--- src/tgm_pkg.sv ---
// package of offsets, field positions, reset values and carrier types for the
// pin config / adaptive start-temperature control registers.
// assumes an 8-bit register address space and 8-bit register data.
package tgm_pkg;
	// register offsets
	localparam logic [7:0] OFS_PIN_CFG_LOW   = 8'h09; // pins one to four
	localparam logic [7:0] OFS_PIN_CFG_HIGH  = 8'h0A; // pins five to eight
	localparam logic [7:0] OFS_ADAPT_CTRL    = 8'h0B; // adaptive control
	// reset values
	localparam logic [7:0] RST_PIN_CFG       = 8'h00; // both pin config registers
	localparam logic [7:0] RST_ADAPT_CTRL    = 8'h00; // adaptive control
	localparam logic [7:0] RDATA_UNMAPPED    = 8'h00; // answer to unknown offsets
	// pin config fields: per pin, polarity even bit, direction odd bit
	localparam int PIN_POL_POS               = 0;     // polarity bit within pair
	localparam int PIN_DIR_POS               = 1;     // direction bit within pair
	localparam int PINS_PER_REG              = 4;     // pins held by one register
	// adaptive control fields
	localparam int ADAPT_EN_A_POS            = 0;     // channel a adaptive enable
	localparam int ADAPT_EN_B_POS            = 1;     // channel b adaptive enable
	localparam int PIN_A_LATCH_CHAN_A_POS    = 2;     // pin a copies channel a
	localparam int PIN_A_LATCH_CHAN_B_POS    = 3;     // pin a copies channel b
	localparam int PIN_B_LATCH_CHAN_A_POS    = 4;     // pin b copies channel a
	localparam int PIN_B_LATCH_CHAN_B_POS    = 5;     // pin b copies channel b
	localparam logic [7:0] ADAPT_WR_MASK     = 8'h3F; // bits 7:6 reserved, read zero

	// operating point copy request for one channel
	typedef struct packed {
		logic       load;  // one-cycle load strobe
		logic [7:0] value; // temperature to store
	} tgm_op_copy_t;

	// register access request from the serial bus front end
	typedef struct packed {
		logic       wr;    // write strobe
		logic       rd;    // read strobe
		logic [7:0] addr;  // register offset
		logic [7:0] wdata; // write data
	} tgm_reg_req_t;
endpackage

--- src/tgm_pin_sync.sv ---
// two-flop synchroniser and assertion-edge detector for active-low pins.
// assumes pins are asynchronous to clk; freezes while ce is low.
`timescale 1ns/1ns
module tgm_pin_sync #(
	parameter int W = 2 // number of pins
) (
	input  wire logic         clk,          // system clock
	input  wire logic         reset,        // synchronous reset, active high
	input  wire logic         ce,           // clock enable
	input  wire logic [W-1:0] pin_n,        // raw active-low pins
	output logic      [W-1:0] asserted,     // synchronised assertion level
	output logic      [W-1:0] assert_pulse  // first cycle of an assertion
);
	logic [W-1:0] meta_r;  // first stage, read only by second stage
	logic [W-1:0] sync_r;  // second stage
	logic [W-1:0] prev_r;  // delayed copy for edge detect

	// synchroniser chain, idle level is high (deasserted)
	always_ff @(posedge clk) begin
		if (reset) begin
			meta_r <= '1;
			sync_r <= '1;
			prev_r <= '1;
		end else if (ce) begin
			meta_r <= pin_n;
			sync_r <= meta_r;
			prev_r <= sync_r;
		end
	end

	// falling edge on the pin means a new assertion
	assign asserted     = ~sync_r;
	assign assert_pulse = ~sync_r & prev_r;
endmodule // tgm_pin_sync

--- src/tgm_config_regs.sv ---
// pin polarity/direction registers and adaptive start-temperature control,
// with thermal-pin triggered operating point copy for two remote channels.
// assumes the serial bus front end and the temperature logic share clk.
//
// Summary of operation
// - polarity bit: zero active low, one high
// - direction bit: zero input, one output
// - low register pins 1-4, high 5-8
// - registers zero on power-on, soft reset; lockable
// - bit 0 enables adaptive control channel a
// - bit 1 enables adaptive control channel b
// - bit 2: pin a copies channel a
// - bit 3: pin a copies channel b
// - bit 4: pin b copies channel a
// - bit 5: pin b copies channel b
// - copy only if temperature below operating point
// - cleared copy bit ignores pin, keeps value
// - bits 7:6 reserved, zero, no function
`timescale 1ns/1ns
module tgm_config_regs #(
	parameter int TEMP_W = 8 // temperature width
) (
	input  wire logic                 clk,            // system clock, 100 MHz
	input  wire logic                 reset,          // power-on reset, sync, high
	input  wire logic                 ce,             // clock enable
	input  wire logic                 soft_reset,     // software reset pulse
	input  wire logic                 reg_lock,       // device-wide register lock
	input  wire tgm_pkg::tgm_reg_req_t reg_req,       // register access request
	output logic      [7:0]           reg_rdata,      // read data, next cycle
	input  wire logic                 thermal_pin_a_n,// thermal pin a, active low
	input  wire logic                 thermal_pin_b_n,// thermal pin b, active low
	input  wire logic [TEMP_W-1:0]    temp_chan_a,    // channel a current temp
	input  wire logic [TEMP_W-1:0]    temp_chan_b,    // channel b current temp
	input  wire logic [TEMP_W-1:0]    op_point_a,     // channel a operating point
	input  wire logic [TEMP_W-1:0]    op_point_b,     // channel b operating point
	output logic      [7:0]           pin_polarity,   // per pin, one = active high
	output logic      [7:0]           pin_direction,  // per pin, one = output
	output logic      [1:0]           adapt_enable,   // adaptive control per channel
	output tgm_pkg::tgm_op_copy_t     op_copy_a,      // channel a operating point load
	output tgm_pkg::tgm_op_copy_t     op_copy_b       // channel b operating point load
);
	logic [7:0]            pin_cfg_low_r;   // pins one to four
	logic [7:0]            pin_cfg_high_r;  // pins five to eight
	logic [7:0]            adapt_ctrl_r;    // adaptive control
	logic [1:0]            pin_asserted;    // synchronised thermal pin levels
	logic [1:0]            pin_pulse;       // new thermal pin assertions
	logic                  trig_a;          // copy requested for channel a
	logic                  trig_b;          // copy requested for channel b
	logic                  below_a;         // channel a under its operating point
	logic                  below_b;         // channel b under its operating point
	logic                  wr_ok;           // write accepted this cycle
	tgm_pkg::tgm_op_copy_t op_copy_a_r;     // registered load for channel a
	tgm_pkg::tgm_op_copy_t op_copy_b_r;     // registered load for channel b

	// true when a write to this offset may land
	function automatic logic wr_hit(input logic [7:0] ofs);
		wr_hit = wr_ok && (reg_req.addr == ofs);
	endfunction

	// thermal pins come from outside: synchronise and detect assertion
	tgm_pin_sync #(
		.W            (2)
	) u_pin_sync (
		.clk          (clk),
		.reset        (reset),
		.ce           (ce),
		.pin_n        ({thermal_pin_b_n, thermal_pin_a_n}),
		.asserted     (pin_asserted),
		.assert_pulse (pin_pulse)
	);

	// locked registers drop host writes; writes land again once reg_lock is low
	assign wr_ok = reg_req.wr && !reg_lock && !soft_reset;

	// pin config registers
	always_ff @(posedge clk) begin
		if (reset) begin
			pin_cfg_low_r  <= tgm_pkg::RST_PIN_CFG;
			pin_cfg_high_r <= tgm_pkg::RST_PIN_CFG;
		end else if (ce) begin
			if (soft_reset) begin
				pin_cfg_low_r  <= tgm_pkg::RST_PIN_CFG;
				pin_cfg_high_r <= tgm_pkg::RST_PIN_CFG;
			end else begin
				if (wr_hit(tgm_pkg::OFS_PIN_CFG_LOW))
					pin_cfg_low_r <= reg_req.wdata;
				if (wr_hit(tgm_pkg::OFS_PIN_CFG_HIGH))
					pin_cfg_high_r <= reg_req.wdata;
			end
		end
	end

	// adaptive control register, reserved bits never stored
	always_ff @(posedge clk) begin
		if (reset) begin
			adapt_ctrl_r <= tgm_pkg::RST_ADAPT_CTRL;
		end else if (ce) begin
			if (soft_reset)
				adapt_ctrl_r <= tgm_pkg::RST_ADAPT_CTRL;
			else if (wr_hit(tgm_pkg::OFS_ADAPT_CTRL))
				adapt_ctrl_r <= reg_req.wdata & tgm_pkg::ADAPT_WR_MASK;
		end
	end

	// read data register, unknown offsets read zero
	always_ff @(posedge clk) begin
		if (reset) begin
			reg_rdata <= tgm_pkg::RDATA_UNMAPPED;
		end else if (ce && reg_req.rd) begin
			unique case (reg_req.addr)
				tgm_pkg::OFS_PIN_CFG_LOW:  reg_rdata <= pin_cfg_low_r;
				tgm_pkg::OFS_PIN_CFG_HIGH: reg_rdata <= pin_cfg_high_r;
				tgm_pkg::OFS_ADAPT_CTRL:   reg_rdata <= adapt_ctrl_r;
				default:                   reg_rdata <= tgm_pkg::RDATA_UNMAPPED;
			endcase
		end
	end

	// unpack pin pairs: polarity even bit, direction odd bit
	genvar gi;
	generate
		for (gi = 0; gi < tgm_pkg::PINS_PER_REG; gi++) begin : g_pin
			assign pin_polarity[gi] = pin_cfg_low_r[2*gi + tgm_pkg::PIN_POL_POS];
			assign pin_direction[gi] = pin_cfg_low_r[2*gi + tgm_pkg::PIN_DIR_POS];
			assign pin_polarity[gi + tgm_pkg::PINS_PER_REG] =
				pin_cfg_high_r[2*gi + tgm_pkg::PIN_POL_POS];
			assign pin_direction[gi + tgm_pkg::PINS_PER_REG] =
				pin_cfg_high_r[2*gi + tgm_pkg::PIN_DIR_POS];
		end
	endgenerate

	// adaptive loop enables go to the control loop
	assign adapt_enable[0] = adapt_ctrl_r[tgm_pkg::ADAPT_EN_A_POS];
	assign adapt_enable[1] = adapt_ctrl_r[tgm_pkg::ADAPT_EN_B_POS];

	// pin-to-channel copy selection; a cleared bit ignores its pin
	assign trig_a = (pin_pulse[0] && adapt_ctrl_r[tgm_pkg::PIN_A_LATCH_CHAN_A_POS])
		|| (pin_pulse[1] && adapt_ctrl_r[tgm_pkg::PIN_B_LATCH_CHAN_A_POS]);
	assign trig_b = (pin_pulse[0] && adapt_ctrl_r[tgm_pkg::PIN_A_LATCH_CHAN_B_POS])
		|| (pin_pulse[1] && adapt_ctrl_r[tgm_pkg::PIN_B_LATCH_CHAN_B_POS]);

	// copy only moves the operating point down
	assign below_a = temp_chan_a < op_point_a;
	assign below_b = temp_chan_b < op_point_b;

	// operating point load strobes, one cycle each
	always_ff @(posedge clk) begin
		if (reset) begin
			op_copy_a_r <= '0;
			op_copy_b_r <= '0;
		end else if (ce) begin
			op_copy_a_r.load  <= trig_a && below_a;
			op_copy_a_r.value <= temp_chan_a;
			op_copy_b_r.load  <= trig_b && below_b;
			op_copy_b_r.value <= temp_chan_b;
		end
	end

	assign op_copy_a = op_copy_a_r;
	assign op_copy_b = op_copy_b_r;

	// a locked write leaves every register unchanged
	chk_lock_blocks_write: assert property (@(posedge clk) disable iff (reset)
		(ce && reg_lock && reg_req.wr && !soft_reset) |=>
		($stable(pin_cfg_low_r) && $stable(pin_cfg_high_r) && $stable(adapt_ctrl_r)))
		else $error("locked write changed a register");

	// an unlocked write to the low register lands next cycle
	chk_write_low_lands: assert property (@(posedge clk) disable iff (reset)
		(ce && !reg_lock && !soft_reset && reg_req.wr
			&& reg_req.addr == tgm_pkg::OFS_PIN_CFG_LOW) |=>
		(pin_cfg_low_r == $past(reg_req.wdata) && pin_polarity[0] == $past(reg_req.wdata[0])))
		else $error("low pin config write lost");

	// software reset clears all three registers
	chk_soft_reset_zero: assert property (@(posedge clk) disable iff (reset)
		(ce && soft_reset) |=>
		(pin_cfg_low_r == 8'h00 && pin_cfg_high_r == 8'h00 && adapt_ctrl_r == 8'h00))
		else $error("soft reset left a register set");

	// power-on reset leaves all pins inputs, active low
	chk_reset_defaults: assert property (@(posedge clk)
		reset |=> (pin_direction == 8'h00 && pin_polarity == 8'h00 && adapt_enable == 2'b00))
		else $error("pins not at reset default");

	// reserved bits read back zero
	chk_reserved_zero: assert property (@(posedge clk) disable iff (reset)
		(ce && reg_req.rd && reg_req.addr == tgm_pkg::OFS_ADAPT_CTRL) |=>
		(reg_rdata[7:6] == 2'b00 && reg_rdata == $past(adapt_ctrl_r)))
		else $error("reserved bits not zero");

	// a selected assertion under the operating point copies the temperature
	chk_copy_a_fires: assert property (@(posedge clk) disable iff (reset)
		(ce && trig_a && below_a) |=>
		(op_copy_a.load && op_copy_a.value == $past(temp_chan_a)))
		else $error("channel a copy missed");

	// no channel b copy when its temperature is not below the operating point
	chk_copy_needs_below: assert property (@(posedge clk) disable iff (reset)
		(ce && !below_b) |=> !op_copy_b.load)
		else $error("channel b copied while not below");

	// pin a with its channel b bit clear does nothing to channel b
	chk_copy_b_ignored: assert property (@(posedge clk) disable iff (reset)
		(ce && !adapt_ctrl_r[tgm_pkg::PIN_A_LATCH_CHAN_B_POS]
			&& !(pin_pulse[1] && adapt_ctrl_r[tgm_pkg::PIN_B_LATCH_CHAN_B_POS])) |=>
		!op_copy_b.load)
		else $error("channel b copied with bit clear");

	// pin a with its channel b bit set copies channel b
	chk_copy_b_fires: assert property (@(posedge clk) disable iff (reset)
		(ce && pin_pulse[0] && adapt_ctrl_r[tgm_pkg::PIN_A_LATCH_CHAN_B_POS]
			&& temp_chan_b < op_point_b) |=>
		(op_copy_b.load && op_copy_b.value == $past(temp_chan_b)))
		else $error("pin a copy to channel b missed");

	// pin b with its channel b bit set copies channel b
	chk_pin_b_copies: assert property (@(posedge clk) disable iff (reset)
		(ce && pin_pulse[1] && adapt_ctrl_r[tgm_pkg::PIN_B_LATCH_CHAN_B_POS]
			&& temp_chan_b < op_point_b) |=>
		(op_copy_b.load && op_copy_b.value == $past(temp_chan_b)))
		else $error("pin b copy to channel b missed");

	// a load never appears without a synchronised pin assertion behind it
	chk_load_needs_pin: assert property (@(posedge clk) disable iff (reset)
		(op_copy_a.load || op_copy_b.load) |->
		($past(pin_asserted) != 2'b00))
		else $error("load without thermal pin assertion");
endmodule // tgm_config_regs

--- config.mk ---
export PLATFORM = sky130hd
export DESIGN_NAME = tgm_config_regs
export DESIGN_NICKNAME = d
export VERILOG_FILES = /design/src/tgm_pkg.sv /design/src/tgm_pin_sync.sv /design/src/tgm_config_regs.sv
export SDC_FILE = /design/constraint.sdc
export NUM_CORES = 1
export LEC_CHECK = 0
export BUFFER_PORTS_ARGS = -buffer_cell sky130_fd_sc_hd__buf_2
export CORE_UTILIZATION = 49
export DETAILED_ROUTE_END_ITERATION = 10
export PLACE_DENSITY_LB_ADDON = 0.15
export SYNTH_ARGS = -nofsm -noshare
export SYNTH_HDL_FRONTEND = slang
export SYNTH_SLANG_ARGS = --single-unit
--- constraint.sdc ---
create_clock -name clk -period 1.5 [get_ports clk]
set_input_delay 0.075 -clock clk [delete_from_list [all_inputs] [get_ports clk]]
set_output_delay 0.075 -clock clk [all_outputs]
set_load 0.02 [all_outputs]
==> reports/qor.yml <==
portBuffers: 100
required_ns: 1.74
gp_congestion: 0.834
synth_cell_types: 35
power.switching_mw: 0.744
hold_viol: 0
finalMaxSlewViolations: 0
min_path_cells: 3
drive_gt1_share_pct: 36.0
p_comb_share_pct: 14.5
grt_pass1_wl_um: 10100
fin_crit_sh_pct: 81.9
p_leak_nw: 1.67
ant_nets: 0
io-pin-count: 101
swShare_pct: 25.6
antenna_found_initial: 0
antenna_cells: 0
dr.pass1.iters: 5
rsz0062_at_grt: "false"
arrival_ns: 1.46
syn-num-nets: 355
syn2layout_area_growth_pct: 29.8
yosysSeqAreaShare_pct: 40.6
ir_drop_uv: 470
core_mm2: 0.00517
initial_core_util_pct: 51.5
clk_latency_ns: 0.31
ys_warn_count: 0
via_per_inst: 5.41
cts_max_level: 2
synth_flop_cell: "dfxtp_1"
wl_um: 6550
syn_inst: 284
start_kind: "primary input"
synth-edff-count: 0
fin_skew_ns: 0.00729
die_h_um: 75.7
hp-class: "in2reg"
fillCellCount: 453
r2r_slack_ns: 0.35
status: "finished, final reports clean"
track_usage_pct: 23.4
ys_ff_latch: 54
cts-resized-gates: 0
reg2reg_from: "u_pin_sync.sync_r[0]"
fin_area_mm2: 0.00346
power_frac_clock_pct: 34.3
die_w_um: 75.7
overflow: 0
cts.sinks: 54
whs_endpoint: "op_copy_b[0]"
grt_pass1_vias: 2098
grt_max_degree: 47
period_needed_ns: 1.23
via_count: 2526
clkTransAtPathRegs_ns: 0.10
numCtsBuffers: 5
layout.nets: 467
dieArea_mm2: 0.00574
tightest_slew_ns: 0.471
cp-end-kind: "flip-flop"
fmax_mhz: 814
tritoncts: "yes"
power.density_mw_per_mm2: 839
seqPwrFrac_pct: 51.2
drt-initial-drc-count: 100
critPathKind: "in2reg"
syn_area_mm2: 0.00266
clockBufferDepth: 2
crit_fanout: 7
reg2reg_depth: 4
worst_r2r_endpoint: "op_copy_b[8]"
place_area_mm2: 0.00332
p_int_mw: 2.16
hpwl_um: 5020
wl_per_cell_um: 14.0
post-route-util_pct: 66.8
maxCapViolCount: 0
hold_start: "temp_chan_b[0]"
ctsRootBufferMaster: "clkbuf_8"
slew_headroom_pct: 68.6
num_rows: 26
setup_viol_count_final: 0
total_power_mw: 2.90
drc: 0
async_flop_share_pct: 0
synth.avg_cell_area_um2: 9.38
[worst max path at each step]
stage | start | end | slack [ns] | depth (start not counted)
floorplan | reg_req[15] | pin_cfg_low_r[1] | 0.13 | 4
global placement | reg_req[10] | pin_cfg_high_r[2] | -0.01 | 6
detailed placement | reg_req[10] | pin_cfg_high_r[1] | -0.04 | 6
CTS | reg_req[10] | pin_cfg_high_r[2] | 0.28 | 6
global route | reg_req[10] | adapt_ctrl_r[5] | 0.14 | 6
finish | reg_req[10] | pin_cfg_high_r[0] | 0.27 | 6
[kinds of logic (layout without fill, tap and decap cells)]
| kind of cell | Yosys count | count (layout) | synth area share (%) |
|---|---|---|---|
| simple gates | 98 | 98 | 21.6 |
| compound gates | 65 | 65 | 18.0 |
| flops | 54 | 54 | 40.6 |
| buf+inv | 31 | 144 | 4.74 |
| mux | 22 | 22 | 8.55 |
| fa+ha+maj | 14 | 14 | 6.58 |
[cell usage in the layout (no fill, tap or decap), types with 7 or more instances in the layout]
cell type / Yosys / final
dfxtp_1: 54 / 54
nand2_1: 18 / 18
nand3_1: 8 / 8
mux2i_1: 16 / 16
ha_1: 14 / 14
buf_4: 2 / 19
a32oi_1: 12 / 12
a22oi_1: 8 / 8
inv_1: 15 / 15
nand4_1: 7 / 7
buf_2: 2 / 100
a21oi_1: 14 / 14
nor2b_1: 7 / 7
a22o_1: 8 / 8
nor2_1: 36 / 36
[repair_timing]
| item | in CTS | in global routing |
|---|---|---|
| hold endpoints to repair | 2 | 0 |
| hold buffers | 2 | 0 |
| buffers inserted | 0 | 0 |
[Yosys cell counts, types with 7 or more instances]
master | instances | share of area, %
a21oi_1 | 14 | 2.6
inv_1 | 15 | 2.1
clkbuf_1 | 12 | 1.7
nor2b_1 | 7 | 1.6
mux2i_1 | 16 | 6.0
dfxtp_1 | 54 | 41
nand3_1 | 8 | 1.5
nand2_1 | 18 | 2.5
a32oi_1 | 12 | 3.9
a22oi_1 | 8 | 2.3
nand4_1 | 7 | 1.6
a22o_1 | 8 | 2.6
ha_1 | 14 | 6.6
nor2_1 | 36 | 5.1
[power groups by stage]
| stage | registers, mW | logic (mW) | clock network [mW] |
|---|---|---|---|
| after global routing | 1.49 | 0.469 | 1.08 |
| after detailed placement | 1.52 | 0.417 | 0 |
| after floorplan | 1.55 | 0.202 | 0 |
| final | 1.49 | 0.420 | 0.996 |
| after CTS | 1.49 | 0.422 | 1.01 |
| after global placement | 1.52 | 0.411 | 0 |
[metrics by stage]
stage / setup TNS, ns / instances / hold slack (ns) / setup WS, ns
final: 0 / 467 / 0.0135 / 0.272
after global routing: 0 / 467 / 0.0193 / 0.143
after CTS: 0 / 467 / 0.0115 / 0.282
after detailed placement: -0.297 / 457 / 0.291 / -0.0372
after global placement: -0.0674 / 457 / 0.286 / -0.0135
after floorplan: 0 / 284 / 0.197 / 0.131
[sequential cells by signal, indices dropped and copies added (netlist names)]
signal	count
adapt_ctrl_r	6
op_copy_a	9
op_copy_b	9
pin_cfg_high_r	8
pin_cfg_low_r	8
reg_rdata	8
u_pin_sync.meta_r	2
u_pin_sync.prev_r	2
u_pin_sync.sync_r	2
[worst max-delay path: stages]
cell	delay, ns
buf_2	0.10
or4b_4	0.62
nor4b_4	0.29
buf_4	0.18
nand2_1	0.06
a21oi_1	0.13
[area by class of cell]
cell class	count	area, um2	share of cell area [%]
clock buffer	5	68.8	1.99
clock inverter	3	43.8	1.27
inverter	15	56.3	1.63
multi-input combinational	199	1460	42.1
sequential	54	1080	31.3
tap	70	87.6	2.53
timing repair buffer	121	663	19.2
[metal layers]
layer / vias to the layer above / global-route usage, % / part of all wire, % / routed length [um]
met5: - / 0 / 0 / 0
met2: 85 / 41.4 / 50 / 3270
li1: 1267 / - / - / -
met3: 6 / 4.23 / 5.0 / 329
met4: 0 / 5.35 / 0.75 / 49
met1: 1168 / 29.7 / 44 / 2900
(Power assumes the default switching activity.)
